--- src/hdl/pmc_pkg.sv ---
package pmc_pkg;

    // Debug register addresses on the two-wire debug port
    localparam logic [7:0] PMC_ADDR_PART_IDENTITY = 8'h00;
    localparam logic [7:0] PMC_ADDR_SILICON_REVISION = 8'h01;
    localparam logic [7:0] PMC_ADDR_CRC_RESULT_LOW = 8'ha9;
    localparam logic [7:0] PMC_ADDR_CRC_RESULT_SECOND = 8'haa;
    localparam logic [7:0] PMC_ADDR_CRC_RESULT_THIRD = 8'hab;
    localparam logic [7:0] PMC_ADDR_CRC_RESULT_HIGH = 8'hac;
    localparam logic [7:0] PMC_ADDR_CRC_STATUS = 8'had;

    // Identity codes; both values are arbitrary
    localparam logic [7:0] PMC_PART_IDENTITY_VALUE = 8'h5a;
    localparam logic [7:0] PMC_SILICON_REVISION_VALUE = 8'h03;

    // Reset values
    localparam logic [7:0] PMC_CRC_BYTE_RESET = 8'h00;
    localparam logic [7:0] PMC_RDATA_RESET = 8'h00;
    localparam logic [15:0] PMC_ADDR_RESET = 16'h0000;

    // Block and whole-memory geometry
    localparam logic [7:0] PMC_BLOCK_ADDR_LOW = 8'h00;
    localparam logic [16:0] PMC_BLOCK_BYTES = 17'h00100;
    localparam logic [16:0] PMC_PROG_MEM_BYTES = 17'h10000;
    localparam logic [15:0] PMC_WHOLE_START = 16'h0000;

    // Status register field positions
    localparam int PMC_STATUS_BUSY_BIT = 0;
    localparam int PMC_STATUS_WIDE_BIT = 1;

    // Checksum polynomials and seeds
    localparam logic [15:0] PMC_CRC16_POLY = 16'h1021;
    localparam logic [15:0] PMC_CRC16_SEED = 16'hffff;
    localparam logic [31:0] PMC_CRC32_POLY = 32'h04c11db7;
    localparam logic [31:0] PMC_CRC32_SEED = 32'hffffffff;

    // Checksum engine states, Gray coded along the walk
    typedef enum logic [1:0] {
        PMC_IDLE = 2'b00,
        PMC_FETCH = 2'b01,
        PMC_WAIT = 2'b11,
        PMC_DONE = 2'b10
    } pmc_state_type;

endpackage

--- src/hdl/pmc_crc_id_regs.sv ---
// Functional notes
// - Part identity byte is read-only.
// - Low CRC write starts 16-bit block check.
// - Written byte is block start address high.
// - Block start address low byte forced zero.
// - Block result: high second, low first register.
// - Second CRC write starts 32-bit whole check.
// - Whole check runs from address zero onward.
// - Whole result fills four bytes, low first.
module pmc_crc_id_regs
(
    input wire logic clk_sys, // System clock, 200 MHz
    input wire logic reset, // Synchronous reset, active high
    input wire logic [7:0] dbg_addr, // Register address from debug port
    input wire logic dbg_wr, // Write strobe, one cycle
    input wire logic [7:0] dbg_wdata, // Write data
    input wire logic dbg_rd, // Read strobe, one cycle
    output logic [7:0] dbg_rdata, // Read data
    output logic dbg_rvalid, // Read data valid, one cycle
    output logic [15:0] mem_addr, // Program memory byte address
    output logic mem_rd_en, // Program memory read request, one cycle
    input wire logic [7:0] mem_rd_data, // Program memory read data
    input wire logic mem_rd_valid, // Program memory data valid
    output logic crc_busy // Check in progress
);
    import pmc_pkg::*;

    // Byte-wise MSB-first update of the 16-bit checksum
    function automatic logic [15:0] pmc_crc16_step(input logic [15:0] crc, input logic [7:0] data);
        logic [15:0] acc;
        acc = crc;
        for (int i = 7; i >= 0; i--)
        begin
            if (acc[15] ^ data[i])
                acc = {acc[14:0], 1'b0} ^ PMC_CRC16_POLY;
            else
                acc = {acc[14:0], 1'b0};
        end
        return acc;
    endfunction

    // Byte-wise MSB-first update of the 32-bit checksum
    function automatic logic [31:0] pmc_crc32_step(input logic [31:0] crc, input logic [7:0] data);
        logic [31:0] acc;
        acc = crc;
        for (int i = 7; i >= 0; i--)
        begin
            if (acc[31] ^ data[i])
                acc = {acc[30:0], 1'b0} ^ PMC_CRC32_POLY;
            else
                acc = {acc[30:0], 1'b0};
        end
        return acc;
    endfunction

    // State and storage
    pmc_state_type state;
    pmc_state_type next_state;
    logic wide; // Current check is the 32-bit whole-memory one
    logic [16:0] remaining; // Bytes still to fetch
    logic [31:0] crc_acc; // Running checksum
    logic [7:0] crc_result_low;
    logic [7:0] crc_result_second;
    logic [7:0] crc_result_third;
    logic [7:0] crc_result_high;

    // Address decode of the debug register port
    wire logic hit_identity = (dbg_addr == PMC_ADDR_PART_IDENTITY);
    wire logic hit_revision = (dbg_addr == PMC_ADDR_SILICON_REVISION);
    wire logic hit_low = (dbg_addr == PMC_ADDR_CRC_RESULT_LOW);
    wire logic hit_second = (dbg_addr == PMC_ADDR_CRC_RESULT_SECOND);
    wire logic hit_third = (dbg_addr == PMC_ADDR_CRC_RESULT_THIRD);
    wire logic hit_high = (dbg_addr == PMC_ADDR_CRC_RESULT_HIGH);
    wire logic hit_status = (dbg_addr == PMC_ADDR_CRC_STATUS);

    // Starts are taken only while the engine is idle
    wire logic engine_idle = (state == PMC_IDLE);
    wire logic start_block = dbg_wr & hit_low & engine_idle;
    wire logic start_whole = dbg_wr & hit_second & engine_idle;
    wire logic start_any = start_block | start_whole;

    // Block start address: written byte high, low byte zero
    wire logic [15:0] block_start = {dbg_wdata, PMC_BLOCK_ADDR_LOW};
    wire logic [15:0] start_addr = start_block ? block_start : PMC_WHOLE_START;
    wire logic [16:0] start_count = start_block ? PMC_BLOCK_BYTES : PMC_PROG_MEM_BYTES;
    wire logic [31:0] start_seed = start_block ? {16'h0000, PMC_CRC16_SEED} : PMC_CRC32_SEED;

    // Next checksum once a fetched byte arrives
    wire logic [15:0] crc16_next = pmc_crc16_step(crc_acc[15:0], mem_rd_data);
    wire logic [31:0] crc32_next = pmc_crc32_step(crc_acc, mem_rd_data);
    wire logic [31:0] crc_next = wide ? crc32_next : {16'h0000, crc16_next};

    // Byte arrival and last-byte detection
    wire logic byte_in = (state == PMC_WAIT) & mem_rd_valid;
    wire logic last_byte = (remaining == 17'h00001);

    // Status byte: busy and mode bits at their fixed positions
    wire logic [7:0] busy_mask = 8'h01 << PMC_STATUS_BUSY_BIT;
    wire logic [7:0] wide_mask = 8'h01 << PMC_STATUS_WIDE_BIT;
    wire logic [7:0] status_byte = ({8{~engine_idle}} & busy_mask) | ({8{wide}} & wide_mask);

    // Read data selection; identity and revision are constants
    wire logic [7:0] read_mux =
        hit_identity ? PMC_PART_IDENTITY_VALUE :
        hit_revision ? PMC_SILICON_REVISION_VALUE :
        hit_low ? crc_result_low :
        hit_second ? crc_result_second :
        hit_third ? crc_result_third :
        hit_high ? crc_result_high :
        hit_status ? status_byte :
        PMC_RDATA_RESET;

    // Engine sequencing
    always_comb
    begin
        next_state = state;
        case (state)
            PMC_IDLE:
            begin
                if (start_any)
                    next_state = PMC_FETCH;
            end
            PMC_FETCH:
            begin
                next_state = PMC_WAIT;
            end
            PMC_WAIT:
            begin
                if (mem_rd_valid)
                    next_state = last_byte ? PMC_DONE : PMC_FETCH;
            end
            PMC_DONE:
            begin
                next_state = PMC_IDLE;
            end
            default:
            begin
                next_state = PMC_IDLE;
            end
        endcase
    end

    // State register
    always_ff @(posedge clk_sys)
    begin
        if (reset)
            state <= PMC_IDLE;
        else
            state <= next_state;
    end

    // Next mode: set on every start, kept afterwards for the status byte
    wire logic next_wide = start_any ? start_whole : wide;

    // Next byte count and checksum: a start loads, each byte steps
    wire logic [16:0] next_remaining =
        start_any ? start_count :
        byte_in ? (remaining - 17'h00001) :
        remaining;
    wire logic [31:0] next_crc_acc =
        start_any ? start_seed :
        byte_in ? crc_next :
        crc_acc;

    // Check mode
    always_ff @(posedge clk_sys)
    begin
        if (reset)
            wide <= 1'b0;
        else
            wide <= next_wide;
    end

    // Bytes still to fetch
    always_ff @(posedge clk_sys)
    begin
        if (reset)
            remaining <= 17'h00000;
        else
            remaining <= next_remaining;
    end

    // Running checksum
    always_ff @(posedge clk_sys)
    begin
        if (reset)
            crc_acc <= 32'h00000000;
        else
            crc_acc <= next_crc_acc;
    end

    // Next address: start address on a start, then one up per byte
    wire logic [15:0] next_mem_addr =
        start_any ? start_addr :
        byte_in ? (mem_addr + 16'h0001) :
        mem_addr;

    // Memory address register
    always_ff @(posedge clk_sys)
    begin
        if (reset)
            mem_addr <= PMC_ADDR_RESET;
        else
            mem_addr <= next_mem_addr;
    end

    // Fetch request and busy flag follow the next state
    wire logic next_mem_rd_en = (next_state == PMC_FETCH);
    wire logic next_crc_busy = (next_state != PMC_IDLE);

    // One-cycle read request on entry to the fetch state
    always_ff @(posedge clk_sys)
    begin
        if (reset)
            mem_rd_en <= 1'b0;
        else
            mem_rd_en <= next_mem_rd_en;
    end

    // Busy flag for the host to poll instead of a fixed wait
    always_ff @(posedge clk_sys)
    begin
        if (reset)
            crc_busy <= 1'b0;
        else
            crc_busy <= next_crc_busy;
    end

    // Next result bytes; the finished result wins over a host store
    wire logic result_store = (state == PMC_DONE);
    wire logic wide_store = result_store & wide;
    wire logic [7:0] next_crc_result_low =
        result_store ? crc_acc[7:0] :
        start_block ? dbg_wdata :
        crc_result_low;
    wire logic [7:0] next_crc_result_second =
        result_store ? crc_acc[15:8] :
        start_whole ? dbg_wdata :
        crc_result_second;

    // Upper bytes load only on a whole-memory result
    wire logic [7:0] next_crc_result_third =
        wide_store ? crc_acc[23:16] : crc_result_third;
    wire logic [7:0] next_crc_result_high =
        wide_store ? crc_acc[31:24] : crc_result_high;

    // Low result byte: host start byte, then checksum low byte
    always_ff @(posedge clk_sys)
    begin
        if (reset)
            crc_result_low <= PMC_CRC_BYTE_RESET;
        else
            crc_result_low <= next_crc_result_low;
    end

    // Second result byte
    always_ff @(posedge clk_sys)
    begin
        if (reset)
            crc_result_second <= PMC_CRC_BYTE_RESET;
        else
            crc_result_second <= next_crc_result_second;
    end

    // Third result byte
    always_ff @(posedge clk_sys)
    begin
        if (reset)
            crc_result_third <= PMC_CRC_BYTE_RESET;
        else
            crc_result_third <= next_crc_result_third;
    end

    // High result byte
    always_ff @(posedge clk_sys)
    begin
        if (reset)
            crc_result_high <= PMC_CRC_BYTE_RESET;
        else
            crc_result_high <= next_crc_result_high;
    end

    // Read data holds until the next read
    wire logic [7:0] next_dbg_rdata = dbg_rd ? read_mux : dbg_rdata;

    // Read data register
    always_ff @(posedge clk_sys)
    begin
        if (reset)
            dbg_rdata <= PMC_RDATA_RESET;
        else
            dbg_rdata <= next_dbg_rdata;
    end

    // Read valid pulse, one cycle after the strobe
    always_ff @(posedge clk_sys)
    begin
        if (reset)
            dbg_rvalid <= 1'b0;
        else
            dbg_rvalid <= dbg_rd;
    end

endmodule

--- config.mk ---
export PLATFORM = sky130hd
export DESIGN_NAME = pmc_crc_id_regs
export DESIGN_NICKNAME = d
export VERILOG_FILES = /design/src/hdl/pmc_pkg.sv /design/src/hdl/pmc_crc_id_regs.sv
export SDC_FILE = /design/constraint.sdc
export NUM_CORES = 1
export LEC_CHECK = 0
export BUFFER_PORTS_ARGS = -buffer_cell sky130_fd_sc_hd__buf_2
export CORE_UTILIZATION = 60
export DETAILED_ROUTE_END_ITERATION = 6
export PLACE_DENSITY = 0.81
export SETUP_SLACK_MARGIN = 0.02
export SLEW_MARGIN = 20
export SYNTH_ARGS = -nofsm -noshare
export SYNTH_HDL_FRONTEND = slang
export SYNTH_SLANG_ARGS = --single-unit
--- constraint.sdc ---
create_clock -name clk_sys -period 2.32 [get_ports clk_sys]
set_input_delay 0.232 -clock clk_sys [delete_from_list [all_inputs] [get_ports clk_sys]]
set_output_delay 0.232 -clock clk_sys [all_outputs]
set_load 0.005 [all_outputs]
==> results.py, run 1 <==
metrics = {
    "finish": {
        "diodes": 0,
        "drive_gt1_share_pct": 15.2,
        "regArea_mm2": 0.00222,
        "syn2layout_area_growth_pct": 12.3,
        "fillerInstances": 751,
        "multi_input_area_mm2": 0.00344,
        "nets": 792,
    },
    "routing": {
        "drt_pass1_iterations": 5,
        "drtAntennaViolNets": 0,
        "route.detailed.wl_per_inst_um": 17.0,
        "drt_iter0_drc": 365,
        "vias": 5297,
        "routed_wirelength_um": 15200,
        "viasPerCell": 5.93,
        "drc": 0,
    },
    "clocking": {
        "cts-root-buf": "clkbuf_8",
        "cts.sinks": 111,
        "numCtsBuffers": 9,
        "clk_pin_slew_ns": 0.11,
        "post-cts-setup-buffers": 0,
        "htreeDepth": 3,
        "clock_latency_ns": 0.38,
        "cts_hold_buf": 0,
        "cts_buffer_depth": 2,
        "cts_resized": 0,
        "cts_tree": "built",
    },
    "synth": {
        "ys.warnings.count": 0,
        "synth_compound_area_share_pct": 16.5,
        "synthSimpleGateAreaFrac_pct": 20.2,
        "synth_seq_cells": 111,
        "synth_fa_ha_area_share_pct": 0.642,
        "synthMuxAreaShare_pct": 2.29,
        "synthCells": 706,
        "ys.flop_type": "dfxtp_1",
        "synth_edf_count": 0,
        "synth_xor_xnor_area_share_pct": 19.2,
        "netlist_area_mm2": 0.00585,
        "avgSynthCellArea_um2": 8.28,
        "async_flop_share_pct": 0,
        "synth_top_family_by_area": "simple AND/OR/NAND/NOR gates",
        "seq_area_frac_synth_pct": 38.0,
        "synth.distinct_cells": 52,
        "synth_nets": 738,
    },
    "floorplanning": {
        "io_pins": 56,
        "core_mm2": 0.00933,
        "die_w_um": 101,
        "start_util_pct": 62.7,
        "placementRows": 35,
        "die_area_mm2": 0.0101,
        "die_h_um": 101,
    },
    "sta": {
        "final_max_slew_viol_count": 0,
        "slew_headroom_pct": 56.7,
        "layout_min_cycle_time_ns": 2.18,
        "setup_viol": 0,
        "rsz0062_at_grt": "no",
        "hold_viol_final": 0,
        "timing.final.ws_setup_ns": 0.139,
        "max_freq_ghz": 0.458,
        "clock_skew_ns": 0.00936,
        "tns_ns": 0,
        "worst_pin_slew_ns": 0.647,
        "final.period_utilization_pct": 94.0,
    },
    "placement": {
        "place_congestion": 0.948,
        "pre_cts_slack_ns": 0.155,
        "hpwl_um": 11200,
        "port_buffers": 55,
    },
    "setup_path": {
        "required_ns": 2.63,
        "critPathLaunchType": "register",
        "arrival_ns": 2.49,
        "critical_path.max_fanout": 5,
        "crit_path_end_kind": "register",
        "crit_type": "register to register",
    },
    "grt": {
        "grt_pass1_wl_um": 24200,
        "grt_pass1_vias": 4823,
        "antenna_found_initial": 0,
        "grt_max_degree": 72,
        "grt_overflow_total": 0,
        "grt.total_usage_pct": 30.9,
    },
    "power_and_ir_drop": {
        "pwr_density_cell_mw_per_mm2": 555,
        "vdd_drop_max_mv": 0.285,
        "p_leak_nw": 2.44,
    },
    "min_path": {
        "holdCritPathClass": "input pin to register",
    },
    "outcome": {
        "status": "complete, no violations",
    },
    "flow_run": {
        "drv_cap": 0,
    },
}
## sequential cells by signal, indices dropped and copies added, names as in the netlist
name / count
crc_acc: 32
crc_busy: 1
crc_result_high: 8
crc_result_low: 8
crc_result_second: 8
crc_result_third: 8
dbg_rdata: 8
dbg_rvalid: 1
mem_addr: 16
mem_rd_en: 1
remaining: 17
state: 2
wide: 1
## worst paths after layout
path	start	cells past startpoint	endpoint	slack, ns
worst max-delay path	crc_acc[30]	6	crc_acc[13]	0.14
worst min-delay path	mem_rd_valid	2	state[1]	0.1
worst max register to register	crc_acc[30]	6	crc_acc[13]	0.14
worst min register to register	crc_result_second[4]	2	crc_result_second[4]	0.46
## layer usage
metal | vias to the layer above | share of wire (%) | GRT usage, %
met1 | 2461 | 44 | 42.0
met4 | 0 | 2.0 | 10.8
met2 | 254 | 46 | 47.8
li1 | 2543 | - | -
met5 | - | 0 | 0
met3 | 39 | 8.2 | 7.56
## area by class of cell
cell class	instances	area share (%)
Clock buffer	10	2.10
Clock inverter	6	1.14
Tap cell	129	2.46
Timing Repair Buffer	80	7.62
Sequential cell	111	33.8
Inverter	7	0.400
Multi-Input combinational cell	551	52.4
## synth_stat cells (3+ instances only)
| master | count | share of area, % |
|---|---|---|
| clkbuf_1 | 27 | 1.7 |
| or3_1 | 4 | 0.43 |
| a211oi_1 | 18 | 2.3 |
| mux2_2 | 3 | 0.58 |
| dfxtp_1 | 111 | 38 |
| a22oi_1 | 8 | 1.0 |
| and4_1 | 3 | 0.45 |
| o21ai_0 | 26 | 2.2 |
| nor2b_1 | 4 | 0.43 |
| a311oi_1 | 8 | 1.2 |
| nor3_1 | 31 | 2.7 |
| o21a_1 | 3 | 0.39 |
| xnor2_1 | 72 | 11 |
| xor2_1 | 30 | 4.5 |
| o22ai_1 | 9 | 0.96 |
| nand2_1 | 84 | 5.4 |
| ha_1 | 3 | 0.64 |
| mux2i_1 | 10 | 1.7 |
| inv_1 | 7 | 0.45 |
| and2_1 | 5 | 0.53 |
| a21oi_1 | 78 | 6.7 |
| nand4_1 | 6 | 0.64 |
| a311o_1 | 3 | 0.51 |
| nor2_1 | 91 | 5.8 |
| nor4_1 | 5 | 0.53 |
| and3_1 | 3 | 0.32 |
| nand3_1 | 15 | 1.3 |
| buf_2 | 6 | 0.51 |
| xnor2_2 | 6 | 1.7 |
## critical path: stages (launching register included)
cell and delay (ns):
dfxtp_1 0.53, xor2_4 0.34, xnor2_2 0.17, xnor3_1 0.43
mux2_2 0.28, xnor2_1 0.14, a211oi_2 0.21
## cells in the final DEF (no fill, tap or decap), types with 18 or more instances in the layout
cell type	instances
a21oi_1	78
o21ai_0	26
xnor2_1	72
nand2_1	84
buf_2	55
a211oi_1	18
xor2_1	30
buf_4	22
nor2_1	90
nor3_1	31
dfxtp_1	111
## power breakdown
| group | leakage [nW] | internal [mW] | switching, mW |
|---|---|---|---|
| clock network | 0.110 | 0.546 | 0.689 |
| registers | 0.895 | 1.91 | 0.00776 |
| logic | 1.44 | 0.223 | 0.261 |
## per-stage QoR
| stage | total power [mW] | instances | utilization, % | hold WS, ns | area [um^2] |
|---|---|---|---|---|---|
| floorplan | 2.30 | 706 | - | 0.315 | 5850 |
| global placement | 2.43 | 878 | 68.0 | 0.441 | 6340 |
| detailed placement | 2.44 | 878 | 68.0 | 0.450 | 6340 |
| CTS | 3.65 | 894 | 70.3 | 0.0858 | 6560 |
| global route | 3.77 | 894 | 70.4 | 0.0912 | 6570 |
| finish | 3.64 | 894 | 70.4 | 0.0975 | 6570 |
## logic make-up after synthesis
logic type	after synthesis
flip-flops	111
AND/OR/NAND/NOR	261
buffers and inverters	44
AO/OA/AOI/OAI	160
XOR/XNOR	114
multiplexers	13
adder cells (fa/ha/maj)	3
No activity file was read; power rests on OpenSTA's default activity.
==> inputs of run 2 (changes only) <==
CTS_BUF_LIST = sky130_fd_sc_hd__clkbuf_8 sky130_fd_sc_hd__clkbuf_16   (was unset)
RECOVER_POWER = 50   (was unset)
==> results.py, run 2 (synthesis results as in run 1) <==
metrics = {
    "outcome": {
        "status": "complete, no violations",
    },
    "flow_run": {
        "drv_cap": 0,
    },
    "routing": {
        "route.detailed.wl_per_inst_um": 17.1,
        "drc": 0,
        "vias": 5283,
        "viasPerCell": 5.91,
        "drt_iter0_drc": 379,
        "drtAntennaViolNets": 0,
        "drt_pass1_iterations": 5,
        "routed_wirelength_um": 15300,
    },
    "setup_path": {
        "crit_path_end_kind": "register",
        "max_stage_delay_ns": 0.54,
        "critPathLaunchType": "register",
        "cp_slowest_cell": "dfxtp_1",
        "crit_type": "register to register",
        "crit_chain": "xor2_4 > xnor2_2 > xnor3_1 > mux2_2 > xnor2_1 > a211oi_2",
        "reg2reg_slack_ns": 0.13,
        "critical_path.max_fanout": 5,
        "arrival_ns": 2.51,
        "required_ns": 2.64,
    },
    "floorplanning": {
        "io_pins": 56,
        "start_util_pct": 62.7,
        "die_w_um": 101,
        "die_h_um": 101,
        "placementRows": 35,
        "core_mm2": 0.00933,
        "die_area_mm2": 0.0101,
    },
    "finish": {
        "diodes": 0,
        "finalNonFillerCells": 894,
        "regMostFlops": "crc_acc",
        "syn2layout_area_growth_pct": 11.8,
        "final_common_cell": "dfxtp_1",
        "most-common-layout-cells": "111 x dfxtp_1, 90 x nor2_1, 84 x nand2_1",
        "reg_top3": "crc_acc (32), remaining (17), mem_addr (16)",
        "fin_util_pct": 70.1,
        "nets": 792,
        "drive_gt1_share_pct": 13.2,
        "largest_reg_flops": 32,
    },
    "power_and_ir_drop": {
        "p_leak_nw": 2.38,
        "pwr_density_cell_mw_per_mm2": 558,
        "p_total_mw": 3.65,
        "vdd_drop_max_mv": 0.282,
    },
    "clocking": {
        "clk_pin_slew_ns": 0.11,
        "cts_tree": "built",
        "cts-root-buf": "clkbuf_8",
        "cts_buffer_depth": 2,
        "numCtsBuffers": 9,
        "htreeDepth": 3,
        "cts_resized": 0,
        "post-cts-setup-buffers": 0,
        "clock_latency_ns": 0.39,
        "cts_hold_buf": 0,
        "cts.sinks": 111,
    },
    "placement": {
        "hpwl_um": 11200,
        "place_congestion": 0.948,
        "port_buffers": 55,
        "dpl.cell_count": 878,
    },
    "grt": {
        "antenna_found_initial": 0,
        "grt.total_usage_pct": 30.9,
        "grt_max_degree": 72,
        "grt_pass1_vias": 4823,
        "grt_overflow_total": 0,
        "grt_pass1_wl_um": 24200,
    },
    "sta": {
        "worst_pin_slew_ns": 0.770,
        "slew_headroom_pct": 48.7,
        "max_freq_ghz": 0.457,
        "layout_min_cycle_time_ns": 2.19,
        "rsz0062_at_grt": "no",
        "tns_ns": 0,
        "final.period_utilization_pct": 94.3,
        "clock_skew_ns": 0.0103,
        "hold_viol_final": 0,
        "setup_viol": 0,
        "holdWs_ns": 0.0922,
        "final_max_slew_viol_count": 0,
    },
    "min_path": {
        "holdCritPathClass": "input pin to register",
    },
}
==> run 2: final timing paths <==
kind | startpoint | cells past startpoint | endpoint
setup / recovery | crc_acc[30] | 6 | crc_acc[13]
hold / removal | mem_rd_valid | 2 | state[1]
setup reg to reg | crc_acc[30] | 6 | crc_acc[13]
hold reg to reg | crc_result_second[4] | 2 | crc_result_second[4]
==> run 2: where the power goes <==
group	total (mW)	switching, mW	internal [mW]
registers	1.92	0.00781	1.91
clock network	1.24	0.697	0.546
logic	0.484	0.263	0.222
==> run 2: critical path, delay by kind of cell (launching register included) <==
family          cells  cell delay [ns]
compound gates      1             0.21
xor+xnor            4             1.08
flops               1             0.54
mux                 1             0.28
==> run 2: cell type report <==
class | instances | area, um^2
multi-input cells | 551 | 3440
fillers | 759 | 2790
flip-flops and latches | 111 | 2220
repair buffers | 80 | 474
well taps | 129 | 161
clock buffers | 10 | 138
clock inverters | 6 | 75.1
inverters | 7 | 26.3
==> run 2: per-layer routing <==
metal  routed length (um)  GRT usage [%]  vias to the layer above
met4                  283           10.8                        0
li1                     -              -                     2548
met1                 6720           42.0                     2448
met3                 1310           7.56                       33
met5                    0              0                        -
met2                 7000           47.8                      254
==> run 2: stage by stage <==
step,worst slack (ns),cell area [um^2]
after floorplan,0.269,5850
after global placement,0.200,6340
after detailed placement,0.155,6340
after CTS,0.134,6560
after global routing,0.0344,6540
final,0.132,6540
==> inputs of run 3 (changes only) <==
ABC_AREA = 1   (was unset)
CAP_MARGIN = 20   (was unset)
CORE_UTILIZATION = 55   (was 60)
PLACE_DENSITY = 0.77   (was 0.81)
clock period = 1.94 ns   (was 2.32 ns; I/O delays follow)
==> results.py, run 3 <==
metrics = {
    "finish": {
        "most-common-layout-cells": "355 x nand2_1, 116 x nand3_1, 111 x dfxtp_1",
        "syn2layout_area_growth_pct": 12.3,
        "design_area_mm2": 0.00760,
        "fin_util_pct": 63.3,
        "largest_reg_flops": 32,
        "regMostFlops": "crc_acc",
        "nets": 1193,
        "reg_top3": "crc_acc (32), remaining (17), mem_addr (16)",
        "drive_gt1_share_pct": 10.7,
        "diodes": 0,
        "final_common_cell": "nand2_1",
        "fillerInstances": 1179,
    },
    "grt": {
        "grt_pass1_wl_um": 32200,
        "grt.total_usage_pct": 32.3,
        "grt_pass1_vias": 6408,
        "grt_overflow_total": 0,
        "grt_max_degree": 49,
        "antenna_found_initial": 0,
    },
    "synth": {
        "seq_area_frac_synth_pct": 32.8,
        "synth_area_leaders": "dfxtp_1 33%, nand2_1 20%, nand3_1 8.5%",
        "avgSynthCellArea_um2": 6.18,
        "synth.most_common_cell": "nand2_1",
        "synth_nets": 1127,
        "yosysTopAreaCellShare_pct": 32.8,
        "netlist_area_mm2": 0.00677,
        "yosys.area.top_type": "dfxtp_1",
        "yosys-top-cells-count": "358 x nand2_1, 115 x nand3_1, 111 x dfxtp_1, 93 x inv_1, 92 x nor2_1",
        "ys.flop_type": "dfxtp_1",
        "synth_edf_count": 0,
        "async_flop_share_pct": 0,
        "synth.distinct_cells": 41,
        "synth_seq_cells": 111,
        "synthCells": 1095,
        "ys.warnings.count": 0,
    },
    "setup_path": {
        "critPathTopFamily": "simple AND/OR/NAND/NOR gates",
        "cp_slowest_cell": "nor2_1",
        "cp.depth": 13,
        "worst-path-buf-inv": 6,
        "crit_chain": "clkbuf_1 > inv_1 > nor2_1 > inv_2 > nor2_1 > nand2_1 > inv_2 > nand2_1 > buf_4 > nand2_1 > nor2_2 > inv_4 > nor3_1",
        "max_stage_delay_ns": 0.32,
        "crit_type": "input pin to register",
        "rr_worst_depth": 12,
        "required_ns": 2.19,
        "arrival_ns": 2.04,
        "critPathLaunchType": "input pin",
        "reg2reg_slack_ns": 0.17,
        "critical_path.max_fanout": 17,
        "crit_path_end_kind": "register",
        "crit_top_cell": "nand2_1",
    },
    "sta": {
        "worst_pin_slew_ns": 1.04,
        "hold_viol_final": 0,
        "setup_viol": 0,
        "slew_headroom_pct": 31.0,
        "tns_ns": 0,
        "rsz0062_at_grt": "yes",
        "final.period_utilization_pct": 92.3,
        "clock_skew_ns": 0.00796,
        "holdWs_ns": 0.140,
        "final_max_slew_viol_count": 0,
        "layout_min_cycle_time_ns": 1.79,
        "max_freq_ghz": 0.559,
    },
    "clocking": {
        "numCtsBuffers": 9,
        "cts_hold_buf": 0,
        "htreeDepth": 3,
        "cts_buffer_depth": 2,
        "cts-root-buf": "clkbuf_16",
        "cts_tree": "built",
        "clk_pin_slew_ns": 0.08,
        "cts.sinks": 111,
        "clock_latency_ns": 0.36,
    },
    "power_and_ir_drop": {
        "p_leak_nw": 3.55,
        "intPower_mw": 3.35,
        "pwr-share-seq_pct": 49.5,
        "combPwrFrac_pct": 10.7,
        "switchingPower_mw": 1.29,
        "p_sw_share_pct": 27.8,
        "pwr_density_cell_mw_per_mm2": 610,
        "vdd_drop_max_mv": 0.425,
        "pwr-share-clk_pct": 39.9,
    },
    "routing": {
        "routed_wirelength_um": 19800,
        "vias": 7292,
        "drt_pass1_iterations": 6,
        "viasPerCell": 5.55,
        "drtAntennaViolNets": 0,
        "drt_iter0_drc": 676,
        "route.detailed.wl_per_inst_um": 15.1,
        "drc": 0,
    },
    "outcome": {
        "status": "complete, no violations",
    },
    "floorplanning": {
        "die_h_um": 113,
        "placementRows": 40,
        "core_mm2": 0.0120,
        "io_pins": 56,
        "die_w_um": 113,
        "start_util_pct": 56.4,
        "die_area_mm2": 0.0128,
    },
    "placement": {
        "hpwl_um": 15100,
        "port_buffers": 55,
        "dpl_cell_area_mm2": 0.00734,
        "place_congestion": 1.00,
    },
    "min_path": {
        "holdPathStages": 3,
        "holdCritPathClass": "input pin to register",
    },
    "flow_run": {
        "drv_cap": 0,
    },
}
==> run 3: cell types whose count changed after synthesis, sizes merged, moves of 10 or more <==
cell | before | now
a211oi | 19 | 0
mux2i | 10 | 0
a31oi | 1 | 14
nand3 | 15 | 116
nand2 | 84 | 362
inv | 7 | 104
or2 | 1 | 11
xnor2 | 78 | 8
nor3 | 31 | 13
o21ai | 26 | 74
==> run 3: metrics by stage <==
| stage | power, mW | instances | setup WS (ns) |
|---|---|---|---|
| finish | 4.63 | 1313 | 0.150 |
| global route | 4.79 | 1313 | 0.000434 |
| CTS | 4.64 | 1313 | 0.0456 |
| detailed placement | 2.83 | 1297 | 0.0552 |
| global placement | 2.83 | 1297 | 0.110 |
| floorplan | 2.68 | 1095 | 0.416 |
==> run 3: what timing repair did <==
item,in CTS,in global routing
buffers inserted,0,0
setup endpoints to repair,0,17
hold endpoints to repair,0,0
gates resized for setup,0,6
==> run 3: cell type report <==
type | instances | area [um^2] | share of cell area, %
repair buffers | 90 | 523 | 6.88
inverters | 105 | 397 | 5.22
clock inverters | 7 | 66.3 | 0.872
flip-flops and latches | 111 | 2220 | 29.2
clock buffers | 9 | 225 | 2.96
well taps | 147 | 184 | 2.42
multi-input cells | 844 | 3990 | 52.4
==> run 3: cell families (layout without fill, tap and decap cells) <==
logic type / after synthesis / after routing / synth area share [%]
AND/OR/NAND/NOR: 622 / 622 / 39.2
AO/OA/AOI/OAI: 181 / 181 / 14.2
flip-flops: 111 / 111 / 32.8
XOR/XNOR: 38 / 38 / 4.92
buffers and inverters: 140 / 211 / 8.35
adder cells (fa/ha/maj): 3 / 3 / 0.555
==> run 3: worst register-to-register path: stages, from the launching register on <==
cell	delay (ns)
dfxtp_1	0.41
inv_1	0.08
nand2_1	0.07
nand2_2	0.18
nand2_1	0.11
nand2_1	0.17
nand2_1	0.12
nand2_1	0.09
nor2_1	0.23
nand2_1	0.09
nand2_1	0.06
nor2_1	0.03
nor2_1	0.07
==> run 3: path summary, 6_finish.rpt <==
check,startpoint,endpoint
worst max-delay path,dbg_addr[0],mem_addr[2]
worst min-delay path,dbg_wdata[6],crc_result_low[6]
worst max register to register,crc_acc[31],crc_acc[11]
worst min register to register,crc_result_third[6],crc_result_third[6]
==> run 3: layer usage <==
metal / track usage (%) / wire, um / up-vias
met2: 49.3 / 8300 / 294
li1: - / - / 3686
met1: 45.2 / 9170 / 3267
met5: 0 / 0 / -
met4: 12.5 / 645 / 0
met3: 5.84 / 1700 / 45
==> run 3: power groups by stage <==
| stage | clock, mW | combinational, mW | sequential, mW |
|---|---|---|---|
| 6_report | 1.85 | 0.495 | 2.29 |
| 5_1_grt | 1.94 | 0.553 | 2.29 |
| 3_3_place_gp | 0 | 0.481 | 2.35 |
| 4_1_cts | 1.86 | 0.488 | 2.29 |
| 3_5_place_dp | 0 | 0.485 | 2.35 |
| 2_1_floorplan | 0 | 0.331 | 2.35 |
